$ cat src/cpuex_pkg.sv
// Shared constants, types and state layout of the exception and reset controller
package cpuex_pkg;

  // Clock and timing
  localparam int unsigned CLK_PERIOD_NS      = 100;   // 10 MHz core clock
  localparam int unsigned RST_READ_PERIOD_NS = 1600;  // Spacing of reads while held in reset
  localparam int unsigned RST_READ_CYC       =
    (RST_READ_PERIOD_NS + CLK_PERIOD_NS - 1) / CLK_PERIOD_NS;  // Rounded up to cycles
  localparam int unsigned RCNT_W             = 8;     // Width of the read spacing counter
  localparam logic [RCNT_W-1:0] RCNT_RELOAD  = RCNT_W'(RST_READ_CYC - 1);

  // Widths
  localparam int unsigned DATA_W   = 32;  // Register and address width
  localparam int unsigned ADDR_W   = 4;   // Register port address width
  localparam int unsigned IRQ_N    = 32;  // Number of interrupt request lines
  localparam int unsigned EVT_W    = 3;   // Number of sticky event bits
  localparam int unsigned CAUSE_W  = 2;   // Exception cause code width
  localparam int unsigned OP_W     = 3;   // Issued instruction class width

  // Register offsets
  localparam logic [ADDR_W-1:0] REG_STATUS   = 4'h0;  // Global enable and saved enable
  localparam logic [ADDR_W-1:0] REG_ENABLE   = 4'h1;  // Per-line interrupt enable mask
  localparam logic [ADDR_W-1:0] REG_PENDING  = 4'h2;  // Lines asserted and enabled, read only
  localparam logic [ADDR_W-1:0] REG_EVT      = 4'h3;  // Sticky events, write one to clear
  localparam logic [ADDR_W-1:0] REG_EVT_MASK = 4'h4;  // Event interrupt mask
  localparam logic [ADDR_W-1:0] REG_VECTOR   = 4'h5;  // Vector dispatch result, read only
  localparam logic [ADDR_W-1:0] REG_CAUSE    = 4'h6;  // Last exception cause, read only
  localparam logic [ADDR_W-1:0] REG_CONFIG   = 4'h7;  // Built-in hardware options, read only

  // Status register fields
  localparam int unsigned STAT_GIE_BIT   = 0;  // global_interrupt_enable
  localparam int unsigned STAT_SAVED_BIT = 1;  // Copy of the enable taken on entry

  // Config register fields
  localparam int unsigned CFG_MUL_BIT = 0;  // Multiply hardware present
  localparam int unsigned CFG_DIV_BIT = 1;  // Divide hardware present

  // Event bits
  localparam int unsigned EVT_TRAP = 0;  // Unimplemented instruction trapped
  localparam int unsigned EVT_IRQ  = 1;  // Hardware interrupt taken
  localparam int unsigned EVT_RST  = 2;  // Local reset entered

  // Exception cause codes
  localparam logic [CAUSE_W-1:0] CAUSE_NONE  = 2'h0;
  localparam logic [CAUSE_W-1:0] CAUSE_IRQ   = 2'h1;
  localparam logic [CAUSE_W-1:0] CAUSE_UNIMP = 2'h2;

  // Issued instruction classes
  localparam logic [OP_W-1:0] OP_OTHER  = 3'h0;
  localparam logic [OP_W-1:0] OP_MUL    = 3'h1;  // Any of the multiply forms
  localparam logic [OP_W-1:0] OP_MULI   = 3'h2;
  localparam logic [OP_W-1:0] OP_MULXSS = 3'h3;
  localparam logic [OP_W-1:0] OP_MULXSU = 3'h4;
  localparam logic [OP_W-1:0] OP_MULXUU = 3'h5;
  localparam logic [OP_W-1:0] OP_DIV    = 3'h6;  // Any of the divide forms
  localparam logic [OP_W-1:0] OP_DIVU   = 3'h7;

  // Vector dispatch answer when nothing is to be dispatched
  localparam logic [DATA_W-1:0] VEC_NONE = 32'hFFFFFFFF;

  // Local reset sequencer states
  typedef enum logic [1:0] {
    RST_RUN,    // Executing normally
    RST_DRAIN,  // Finishing instructions already in the pipeline
    RST_HELD    // Held in reset
  } cpuex_rst_st_t;

  // Register port request
  typedef struct packed {
    logic [ADDR_W-1:0] addr;
    logic [DATA_W-1:0] wdata;
    logic              wr;
    logic              rd;
  } cpuex_reg_req_t;

  // Exception redirect towards the fetch unit
  typedef struct packed {
    logic               take;
    logic [CAUSE_W-1:0] cause;
    logic [DATA_W-1:0]  addr;
  } cpuex_exc_t;

  // Whole controller state
  typedef struct packed {
    cpuex_rst_st_t      rst_st;
    logic [RCNT_W-1:0]  rcnt;
    logic               gie;
    logic               saved_gie;
    logic [IRQ_N-1:0]   ienable;
    logic [EVT_W-1:0]   evt;
    logic [EVT_W-1:0]   evt_mask;
    cpuex_exc_t         exc;
    logic [DATA_W-1:0]  rdata;
    logic [DATA_W-1:0]  ci_result;
    logic               ci_done;
    logic               rst_ack;
    logic               rst_rd_req;
    logic               in_reset;
  } cpuex_state_t;

  localparam cpuex_state_t STATE_RESET = '{rst_st: RST_RUN, default: '0};

endpackage

$ cat src/cpuex_vec_enc.sv
// Lowest-set-bit encoder behind the vector dispatch instruction
`timescale 1ns/1ps

module cpuex_vec_enc (
  input  wire logic [cpuex_pkg::IRQ_N-1:0]  pending,
  input  wire logic                         saved_gie,
  output logic      [cpuex_pkg::DATA_W-1:0] result
);

  logic [4:0] idx;  // Index of the lowest asserted line
  logic       any;  // At least one line pending

  // Scan from the top so the lowest set bit is kept last
  always_comb begin
    idx = 5'h0;
    any = 1'b0;
    for (int i = cpuex_pkg::IRQ_N - 1; i >= 0; i--) begin
      if (pending[i]) begin
        idx = 5'(i);
        any = 1'b1;
      end
    end
  end

  // Negative when idle or when the saved enable was off, else eight times the index
  always_comb begin
    if (!any || !saved_gie) begin
      result = cpuex_pkg::VEC_NONE;
    end else begin
      result = {24'h0, idx, 3'h0};
    end
  end

endmodule

$ cat src/cpuex_ctrl.sv
// Exception, interrupt and local reset controller of the processor core
//
// Decided for this implementation: the plain strobed port and the register offsets.
`timescale 1ns/1ps

module cpuex_ctrl #(
  parameter logic [cpuex_pkg::DATA_W-1:0] EXC_ADDR   = 32'h00000020,  // Common exception address
  parameter logic [cpuex_pkg::DATA_W-1:0] RESET_ADDR = 32'h00000000,  // Address read while held
  parameter logic                         HAS_MUL    = 1'b0,          // Multiply hardware built in
  parameter logic                         HAS_DIV    = 1'b0           // Divide hardware built in
) (
  input  wire logic                          mclk,
  input  wire logic                          rst_n,
  input  wire logic [cpuex_pkg::ADDR_W-1:0]  reg_addr,
  input  wire logic [cpuex_pkg::DATA_W-1:0]  reg_wdata,
  input  wire logic                          reg_wr,
  input  wire logic                          reg_rd,
  output logic      [cpuex_pkg::DATA_W-1:0]  reg_rdata,
  input  wire logic [cpuex_pkg::IRQ_N-1:0]   irq_in,
  input  wire logic                          issue_valid,
  input  wire logic [cpuex_pkg::OP_W-1:0]    issue_op,
  output logic                               issue_stall,
  input  wire logic                          pipe_empty,
  input  wire logic                          exc_return,
  output logic                               exc_take,
  output logic      [cpuex_pkg::CAUSE_W-1:0] exc_cause,
  output logic      [cpuex_pkg::DATA_W-1:0]  exc_addr,
  input  wire logic                          ci_vec_req,
  output logic      [cpuex_pkg::DATA_W-1:0]  ci_vec_result,
  output logic                               ci_vec_done,
  input  wire logic                          local_reset_req,
  output logic                               local_reset_ack,
  output logic                               core_in_reset,
  input  wire logic                          dbg_active,
  output logic                               rst_rd_req,
  output logic      [cpuex_pkg::DATA_W-1:0]  rst_rd_addr,
  output logic                               irq_out
);

  // State registers and their next values
  cpuex_pkg::cpuex_state_t   st_q;        // Registered state
  cpuex_pkg::cpuex_state_t   st_d;        // Next state
  cpuex_pkg::cpuex_reg_req_t req;         // Bundled register port request

  // Decode helpers
  logic [cpuex_pkg::IRQ_N-1:0]  pending;      // Lines asserted and enabled
  logic                         irq_qual;     // Hardware interrupt qualified
  logic                         is_mul;       // Issued op is a multiply form
  logic                         is_div;       // Issued op is a divide form
  logic                         unimp;        // Issued op lacks hardware
  logic                         boundary;     // Instruction boundary with issue allowed
  logic [cpuex_pkg::DATA_W-1:0] vec_result;   // Vector dispatch answer
  logic [cpuex_pkg::DATA_W-1:0] rd_mux;       // Read data before registering
  logic [cpuex_pkg::EVT_W-1:0]  evt_set;      // Events raised this cycle
  logic [cpuex_pkg::EVT_W-1:0]  evt_clr;      // Events cleared by software
  logic                         wr_status;    // Status register written
  logic                         wr_enable;    // Enable mask written

  assign req = '{addr: reg_addr, wdata: reg_wdata, wr: reg_wr, rd: reg_rd};

  // Priority-free pending word: any enabled line counts alike
  assign pending  = irq_in & st_q.ienable;
  assign irq_qual = st_q.gie && (|pending);

  // Classify the issued instruction
  always_comb begin
    is_mul = 1'b0;
    is_div = 1'b0;
    case (issue_op)
      cpuex_pkg::OP_MUL,
      cpuex_pkg::OP_MULI,
      cpuex_pkg::OP_MULXSS,
      cpuex_pkg::OP_MULXSU,
      cpuex_pkg::OP_MULXUU: begin
        is_mul = 1'b1;
      end
      cpuex_pkg::OP_DIV,
      cpuex_pkg::OP_DIVU: begin
        is_div = 1'b1;
      end
      default: begin
        is_mul = 1'b0;
        is_div = 1'b0;
      end
    endcase
  end

  // Missing arithmetic hardware turns the op into a trap
  assign unimp = (is_mul && !HAS_MUL) || (is_div && !HAS_DIV);

  // Issue is held off while draining or held in local reset
  assign issue_stall = (st_q.rst_st != cpuex_pkg::RST_RUN);
  assign boundary    = issue_valid && !issue_stall;

  // Vector dispatch encoder works on the enable saved at entry
  cpuex_vec_enc u_vec_enc (
    .pending   (pending),
    .saved_gie (st_q.saved_gie),
    .result    (vec_result)
  );

  // Software writes decoded from the register port
  assign wr_status = req.wr && (req.addr == cpuex_pkg::REG_STATUS);
  assign wr_enable = req.wr && (req.addr == cpuex_pkg::REG_ENABLE);

  // Write one to clear for the sticky event bits
  always_comb begin
    evt_clr = '0;
    if (req.wr && (req.addr == cpuex_pkg::REG_EVT)) begin
      evt_clr = req.wdata[cpuex_pkg::EVT_W-1:0];
    end
  end

  // Read multiplexer, zero for unmapped offsets
  always_comb begin
    rd_mux = '0;
    case (req.addr)
      cpuex_pkg::REG_STATUS: begin
        rd_mux[cpuex_pkg::STAT_GIE_BIT]   = st_q.gie;
        rd_mux[cpuex_pkg::STAT_SAVED_BIT] = st_q.saved_gie;
      end
      cpuex_pkg::REG_ENABLE: begin
        rd_mux = st_q.ienable;
      end
      cpuex_pkg::REG_PENDING: begin
        rd_mux = pending;
      end
      cpuex_pkg::REG_EVT: begin
        rd_mux[cpuex_pkg::EVT_W-1:0] = st_q.evt;
      end
      cpuex_pkg::REG_EVT_MASK: begin
        rd_mux[cpuex_pkg::EVT_W-1:0] = st_q.evt_mask;
      end
      cpuex_pkg::REG_VECTOR: begin
        rd_mux = vec_result;
      end
      cpuex_pkg::REG_CAUSE: begin
        rd_mux[cpuex_pkg::CAUSE_W-1:0] = st_q.exc.cause;
      end
      cpuex_pkg::REG_CONFIG: begin
        rd_mux[cpuex_pkg::CFG_MUL_BIT] = HAS_MUL;
        rd_mux[cpuex_pkg::CFG_DIV_BIT] = HAS_DIV;
      end
      default: begin
        rd_mux = '0;
      end
    endcase
  end

  // Next-state logic for the whole controller
  always_comb begin
    st_d = st_q;

    // Single-cycle outputs fall back to idle
    st_d.exc.take   = 1'b0;
    st_d.rst_ack    = 1'b0;
    st_d.rst_rd_req = 1'b0;
    st_d.ci_done    = 1'b0;
    evt_set         = '0;

    // Read data stand only in the cycle after the strobe
    st_d.rdata = req.rd ? rd_mux : '0;

    // Register writes from software
    if (wr_status) begin
      st_d.gie       = req.wdata[cpuex_pkg::STAT_GIE_BIT];
      st_d.saved_gie = req.wdata[cpuex_pkg::STAT_SAVED_BIT];
    end
    if (wr_enable) begin
      st_d.ienable = req.wdata;
    end
    if (req.wr && (req.addr == cpuex_pkg::REG_EVT_MASK)) begin
      st_d.evt_mask = req.wdata[cpuex_pkg::EVT_W-1:0];
    end

    // Exception return restores the enable saved on entry
    if (exc_return) begin
      st_d.gie = st_q.saved_gie;
    end

    // Vector dispatch instruction answers one cycle after its request
    if (ci_vec_req) begin
      st_d.ci_result = vec_result;
      st_d.ci_done   = 1'b1;
    end

    // Exception entry at an instruction boundary; interrupts win over the trap
    if (boundary && irq_qual) begin
      st_d.exc.take    = 1'b1;
      st_d.exc.cause   = cpuex_pkg::CAUSE_IRQ;
      st_d.exc.addr    = EXC_ADDR;
      st_d.saved_gie   = st_q.gie;
      st_d.gie         = 1'b0;
      evt_set[cpuex_pkg::EVT_IRQ] = 1'b1;
    end else if (boundary && unimp) begin
      st_d.exc.take    = 1'b1;
      st_d.exc.cause   = cpuex_pkg::CAUSE_UNIMP;
      st_d.exc.addr    = EXC_ADDR;
      st_d.saved_gie   = st_q.gie;
      st_d.gie         = 1'b0;
      evt_set[cpuex_pkg::EVT_TRAP] = 1'b1;
    end

    // Local reset sequencer
    case (st_q.rst_st)
      cpuex_pkg::RST_RUN: begin
        // Request is a level, so after debug release it is judged anew
        if (local_reset_req && !dbg_active) begin
          st_d.rst_st = cpuex_pkg::RST_DRAIN;
        end
      end
      cpuex_pkg::RST_DRAIN: begin
        // Wait for instructions already issued to retire
        if (pipe_empty) begin
          st_d.rst_st     = cpuex_pkg::RST_HELD;
          st_d.in_reset   = 1'b1;
          st_d.rst_ack    = 1'b1;
          st_d.rst_rd_req = 1'b1;
          st_d.rcnt       = cpuex_pkg::RCNT_RELOAD;
          // Only core state is cleared; the rest of the system runs on
          st_d.gie        = 1'b0;
          st_d.saved_gie  = 1'b0;
          st_d.ienable    = '0;
          st_d.exc.cause  = cpuex_pkg::CAUSE_NONE;
          evt_set[cpuex_pkg::EVT_RST] = 1'b1;
        end
      end
      cpuex_pkg::RST_HELD: begin
        if (!local_reset_req) begin
          // Request released: leave reset and fetch again
          st_d.rst_st   = cpuex_pkg::RST_RUN;
          st_d.in_reset = 1'b0;
          st_d.rcnt     = '0;
        end else if (st_q.rcnt == '0) begin
          // Period elapsed: read the reset address again and acknowledge
          st_d.rst_ack    = 1'b1;
          st_d.rst_rd_req = 1'b1;
          st_d.rcnt       = cpuex_pkg::RCNT_RELOAD;
        end else begin
          st_d.rcnt = st_q.rcnt - 1'b1;
        end
      end
      default: begin
        st_d.rst_st   = cpuex_pkg::RST_RUN;
        st_d.in_reset = 1'b0;
      end
    endcase

    // Hardware set wins over a software clear in the same cycle
    st_d.evt = (st_q.evt & ~evt_clr) | evt_set;
  end

  // Single state register; global reset acts without waiting for the pipeline
  always_ff @(posedge mclk or negedge rst_n) begin
    if (!rst_n) begin
      st_q <= cpuex_pkg::STATE_RESET;
    end else begin
      st_q <= st_d;
    end
  end

  // Outputs taken straight from the state register
  assign reg_rdata       = st_q.rdata;
  assign exc_take        = st_q.exc.take;
  assign exc_cause       = st_q.exc.cause;
  assign exc_addr        = st_q.exc.addr;
  assign ci_vec_result   = st_q.ci_result;
  assign ci_vec_done     = st_q.ci_done;
  assign local_reset_ack = st_q.rst_ack;
  assign core_in_reset   = st_q.in_reset;
  assign rst_rd_req      = st_q.rst_rd_req;

  // Read data of the held-reset fetch are never looked at
  assign rst_rd_addr = RESET_ADDR;

  // Level interrupt while any unmasked sticky event stands
  assign irq_out = |(st_q.evt & st_q.evt_mask);

endmodule

$ cat config.mk
export PLATFORM = sky130hd
export DESIGN_NAME = cpuex_ctrl
export DESIGN_NICKNAME = d
export VERILOG_FILES = /design/src/cpuex_pkg.sv /design/src/cpuex_vec_enc.sv /design/src/cpuex_ctrl.sv
export SDC_FILE = /design/constraint.sdc
export NUM_CORES = 1
export LEC_CHECK = 0
export BUFFER_PORTS_ARGS = -buffer_cell sky130_fd_sc_hd__buf_2
export CELL_PAD_IN_SITES_DETAIL_PLACEMENT = 1
export CELL_PAD_IN_SITES_GLOBAL_PLACEMENT = 1
export CORE_MARGIN = 2
export CORE_UTILIZATION = 24
export CTS_BUF_LIST = sky130_fd_sc_hd__clkbuf_2
export CTS_CLUSTER_DIAMETER = 60
export DETAILED_ROUTE_END_ITERATION = 10
export PLACE_DENSITY = 0.59
export SETUP_SLACK_MARGIN = 0.4
export SLEW_MARGIN = 20
export SYNTH_ARGS = -nofsm -noshare
export SYNTH_HDL_FRONTEND = slang
export SYNTH_HIERARCHICAL = 1
export SYNTH_SLANG_ARGS = --single-unit
$ cat constraint.sdc
create_clock -name mclk -period 4 [get_ports mclk]
set_clock_uncertainty 0.2 [all_clocks]
set_input_delay 0.2 -clock mclk [delete_from_list [all_inputs] [get_ports mclk]]
set_output_delay 0.2 -clock mclk [all_outputs]
set_load 0.05 [all_outputs]
**Yosys cells after proc, flatten, opt, wreduce, memory -nomap -nowiden**

Cells that the tools add are included.

- Register bits: 153
- Input bits: 81
- Output and inout bits: 137
- Word-level logic and storage cells: 170

- Add/sub/neg operators: 1
- Equality and inequality tests: 18
- Multiplexer cells: 101
- Bitwise operators: 6
- Reduce and logical (&&, ||, !) cells: 28

Operator list:

| operator | number |
|---|---|
| 2-to-1 mux 5 bit | 32 |
| 2-to-1 mux 32 bit | 3 |
| case mux 29 bit (3 select lines) | 1 |
| 2-to-1 mux 35 bit | 2 |
| 2-to-1 mux 44 bit | 1 |
| 2-to-1 mux 1 bit | 42 |
| 2-to-1 mux 34 bit | 1 |
| bitwise AND 32 bit | 1 |
| OR reduction 32 bit | 1 |
| 2-to-1 mux 2 bit | 9 |
| 2-to-1 mux 8 bit | 2 |
| case mux 8 bit (2 select lines) | 1 |
| case mux 2 bit (7 select lines) | 1 |
| == test 3 bit (second input constant) | 4 |
| == test 4 x 3 -> 1 bit (second input constant) | 3 |
| logical AND 1 bit | 9 |
| == test 4 x 2 -> 1 bit (second input constant) | 2 |
| zero test 8 bit | 1 |
| subtractor 8 x 1 -> 8 bit (second input constant) | 1 |
| bitwise AND 3 bit | 2 |
| == test 3 x 2 -> 1 bit (second input constant) | 2 |
| 2-to-1 mux 3 bit | 2 |
| inequality test 2 bit (second input constant) | 3 |
| case mux 2 bit (3 select lines) | 1 |
| other kinds (20) | 27 |

**Logic depth before layout (Yosys ltp)**

- Depth in word-level cells: 38
- Depth in mapped cells: 11
- Depth with buffers taken out: 10

**Modules after synthesis**

The synthesis kept the hierarchy.

Modules (own cells, without submodules):

| module | times used | cells an instance | area each (um^2) | sequential area each (um^2) |
|---|---|---|---|---|
| cpuex_ctrl | 1 | 671 | 6583.8 | 3027.9 |
| cpuex_vec_enc | 1 | 96 | 641.9 | 0.0 |

**Least setup slack after synthesis**

Ideal clock, no wire load.

- Kind: flip-flop to flip-flop
- From: register st_q[112] (netlist name)
- To: register st_q, in the netlist reg_rdata[1]
- Library setup time: 77 ps
- Arrival time: 2915 ps
- Data required time: 3723 ps
- Path slack: 807 ps
- Cell stages (with the launch flop): 11
- Path buffers: 1
- Clock period less this slack: 3193 ps
- Path through: dfrtp_1 -> and2_1 -> nor4_2 -> nand4_2 -> o41ai_4 -> buf_4 -> mux2i_1 -> nor2_1 -> a31oi_1 -> a211o_1 -> a21oi_1

RTL lines:

| what | line | text |
|---|---|---|
| start, declared | cpuex_ctrl.sv:41 | `cpuex_pkg::cpuex_state_t st_q;` |
| start signal, assigned | cpuex_ctrl.sv:256 | `st_q <= cpuex_pkg::STATE_RESET;` |
| start signal, assigned | cpuex_ctrl.sv:258 | `st_q <= st_d;` |

==> metrics.md <==
| Metric | Value |
|---|---|
| Run status | `finished, final reports clean` |
| IO Port Bufs | `154` |
| Top layer in use | `met5` |
| Fin. max-slew vios | `0` |
| # clock sinks | `121` |
| Chip height | `178 um` |
| Detailed Routing Iterations Pass 1 | `5` |
| Area growth, synth to finish | `27.0%` |
| R2R setup slack | `0.54 ns` |
| CP Capture Type | `register` |
| Total CTS buffers | `17` |
| Placed insts | `1195` |
| Synth cell types | `63` |
| Sequential cell area fraction in the yosys report | `41.9%` |
| Post-layout min period | `3.46 ns` |
| Crit path launch | `st_q[112]` |
| FF-to-FF path depth | `9` |
| CTS tree | `done` |
| Wire length on met3 | `1.29 mm` |
| Hold Startpoint | `reg_addr[2]` |
| Slowest cell on the critical path | `dlygate4sd3_1` |
| FF+latch count, synth | `121` |
| Type of the worst min-delay path | `in2reg` |
| Crit path required time | `4.48 ns` |
| Setup TNS | `0 ns` |
| Routability cong. | `0.798` |
| Peak supply drop | `329 uV` |
| Starting DRC count in detailed routing | `260` |
| Max stage delay on crit path | `0.59 ns` |
| Setup Crit Path Kind | `reg2reg` |
| Worst-path clk slew | `0.22 ns` |
| Vias/cell | `4.34` |
| Area of the mapped netlist | `7230 um^2` |
| Critical-path maximum fanout | `16` |
| Slew @ Worst Pin | `0.946 ns` |
| Worst path cell trace | `and2_1 > nor4_4 > nand4_2 > o41ai_4 > buf_6 > a22oi_1 > dlygate4sd3_1 > nor2_1 > dlygate4sd3_1` |
| Post-synth top area cell | `dfrtp_1` |
| Commonest non-fill, non-tap cell in the layout | `buf_2` |
| Area share of the largest cell type after synthesis | `41.9%` |
| RSZ-0062 raised after global routing | `yes` |
| H-Tree Depth | `4` |
| Layout Cells excl Fill | `1357` |
| Clock Latency Late Sink | `0.71 ns` |
| Primary FF master, synth | `dfrtp_1` |
| Drt drc | `0` |
| Worst path most repeated cell | `dlygate4sd3_1` |
| Place WS | `1.07 ns` |
| First-pass GRT wire length | `35.9 mm` |
| Aggregate global routing overflow | `0` |
| Largest net degree at the start of global routing | `99` |
| Slew margin rel. | `36.9%` |
| Post-route clock period utilization | `86.5%` |
| Gr usage total | `14.9%` |
| Detailed-route wire length per cell | `17.1 um` |
| Max cap viols | `0` |
| Max Clk Rate | `289 MHz` |
| Reg2reg end | `reg_rdata[8]` |
| NumNets Final | `1040` |
| RR Startpoint | `st_q[112]` |
| Leakage power | `4.34 nW` |
| Post-synth EDFFs | `0` |
| Cell Pwr Density | `503 nW/um^2` |
| Worst setup margin | `0.539 ns` |
| Async SR Flop Fraction | `100%` |
| DR WL met2 | `11.2 mm` |
| Top post-synthesis cells by area | `dfrtp_1 42%, buf_4 16%, mux2_2 5.9%` |
| WL final | `23.2 mm` |
| Clk buf depth | `2` |
| YS warnings | `6` |
| Share of cells above drive strength 1 | `25.5%` |
| Hold path depth | `5` |
| Initial antenna violation count | `2` |
| # fillers | `3509` |
| Die width | `178 um` |
| Number of global-route vias before repair | `6231` |
| Syn avg cell area | `9.42 um^2` |
| Routed length on met1 | `10.5 mm` |
| Die Area | `31500 um^2` |
| Half-perimeter wire length after placement | `15.7 mm` |
| Final hold vios | `0` |
| Worst Path Arrival | `3.94 ns` |
| Post-Syn Instances | `767` |
| # setup viols final | `0` |
| CP Launch Type | `register` |
| Hold endpoint | `reg_rdata[3]` |
| Row count | `63` |
| Root Buffer | `clkbuf_2` |
| Routed vias | `5886` |
| Antenna-violating nets left | `0` |
| Core area | `29600 um^2` |
| Commonest cells after routing, fill and taps aside | `153 x buf_2, 130 x dlygate4sd3_1, 121 x dfrtp_1` |
| Num ports | `218` |
| Initial Utilization | `24.4%` |
==> cells in the mapped netlist (3+ instances only) <==
cell type  instances
a21o_1            32
a21oi_1           45
a22oi_1           26
a31oi_1            5
and2_1            33
and3_1             5
buf_1              4
buf_2              6
buf_4            157
clkbuf_1          21
dfrtp_1          121
ha_1               5
inv_1             18
mux2_2            38
mux2i_1            7
nand2_1           86
nand2b_1           6
nand3_1            5
nor2_1            53
nor3_1             7
nor4_1             4
nor4_2             4
o211ai_1           3
o21ai_0           10
o21bai_1           3
o2bb2ai_1          3
or4_1              9
xor2_1             3
==> timing repair <==
action | 4_1_cts | 5_1_grt
hold buffers | 130 | 0
endpoints found under the hold margin | 218 | 0
resized for setup | 0 | 5
buffers inserted | 0 | 0
setup endpoints to repair | 0 | 6
==> state kept, by name (all words and copies together), names as in the netlist <==
register         flops
st_q                50
ci_vec_result       32
reg_rdata           32
exc_cause            2
ci_vec_done          1
core_in_reset        1
exc_addr             1
exc_take             1
local_reset_ack      1
==> worst max path at each step <==
| stage | to | slack [ns] | cells after the start |
|---|---|---|---|
| 3_3_place_gp | reg_rdata[1] | 1.12 | 10 |
| 4_1_cts | reg_rdata[8] | 0.47 | 9 |
| 6_report | reg_rdata[8] | 0.54 | 9 |
| 3_5_place_dp | reg_rdata[1] | 1.07 | 10 |
| 5_1_grt | reg_rdata[23] | 0.33 | 9 |
| 2_1_floorplan | reg_rdata[1] | 0.81 | 10 |
==> metal layers <==
| metal | track usage, % | vias to the layer above |
|---|---|---|
| met4 | 2.39 | 2 |
| li1 | - | 2792 |
| met5 | 0 | - |
| met3 | 4.20 | 11 |
| met1 | 19.5 | 2932 |
| met2 | 24.8 | 149 |
==> cell type report <==
class | instances | area [um^2] | share of cell area (%)
Multi-Input combinational cell | 502 | 3110 | 33.9
Tap cell | 390 | 488 | 5.32
Clock buffer | 17 | 85.1 | 0.927
Sequential cell | 121 | 3030 | 33.0
Antenna cell | 1 | 2.50 | 0.0273
Inverter | 18 | 67.6 | 0.736
Timing Repair Buffer | 294 | 2170 | 23.6
Clock inverter | 14 | 221 | 2.41
==> critical path: cells and delay by family, from the launching register on <==
family | cells | cell delay (ns)
buffers and inverters | 3 | 1.38
DFF | 1 | 0.45
and+or+nand+nor | 4 | 0.86
AOI/OAI and AO/OA | 2 | 0.53
==> power breakdown <==
group	internal [W]	switching [W]	total, W
Combinational	0.000664	0.00132	0.00198
Sequential	0.00146	0.000167	0.00162
Clock	0.000475	0.000537	0.00101
Total	0.00260	0.00202	0.00462
==> metrics by stage <==
step / util (%) / hold WS [ns] / power, W / area [um^2]
floorplan: - / -0.296 / 0.00329 / 7460
global route: 30.9 / 0.00311 / 0.00491 / 9170
global placement: 25.4 / 0.188 / 0.00345 / 7530
CTS: 30.8 / 0.000499 / 0.00465 / 9130
detailed placement: 25.4 / 0.195 / 0.00347 / 7530
finish: 31.0 / 0.0747 / 0.00462 / 9180
==> cell families (layout without fill, tap and decap cells) <==
family / after synthesis / in the layout / share of synthesized area (%)
mux: 45 / 45 / 6.89
xor+xnor: 4 / 4 / 0.485
other cells: 1 / 64 / 0.0519
flops: 121 / 121 / 41.9
simple gates: 229 / 229 / 15.8
fa+ha+maj: 5 / 5 / 0.866
buf+inv: 206 / 343 / 19.0
compound gates: 156 / 156 / 15.0
No activity file was read; power rests on OpenSTA's default activity.
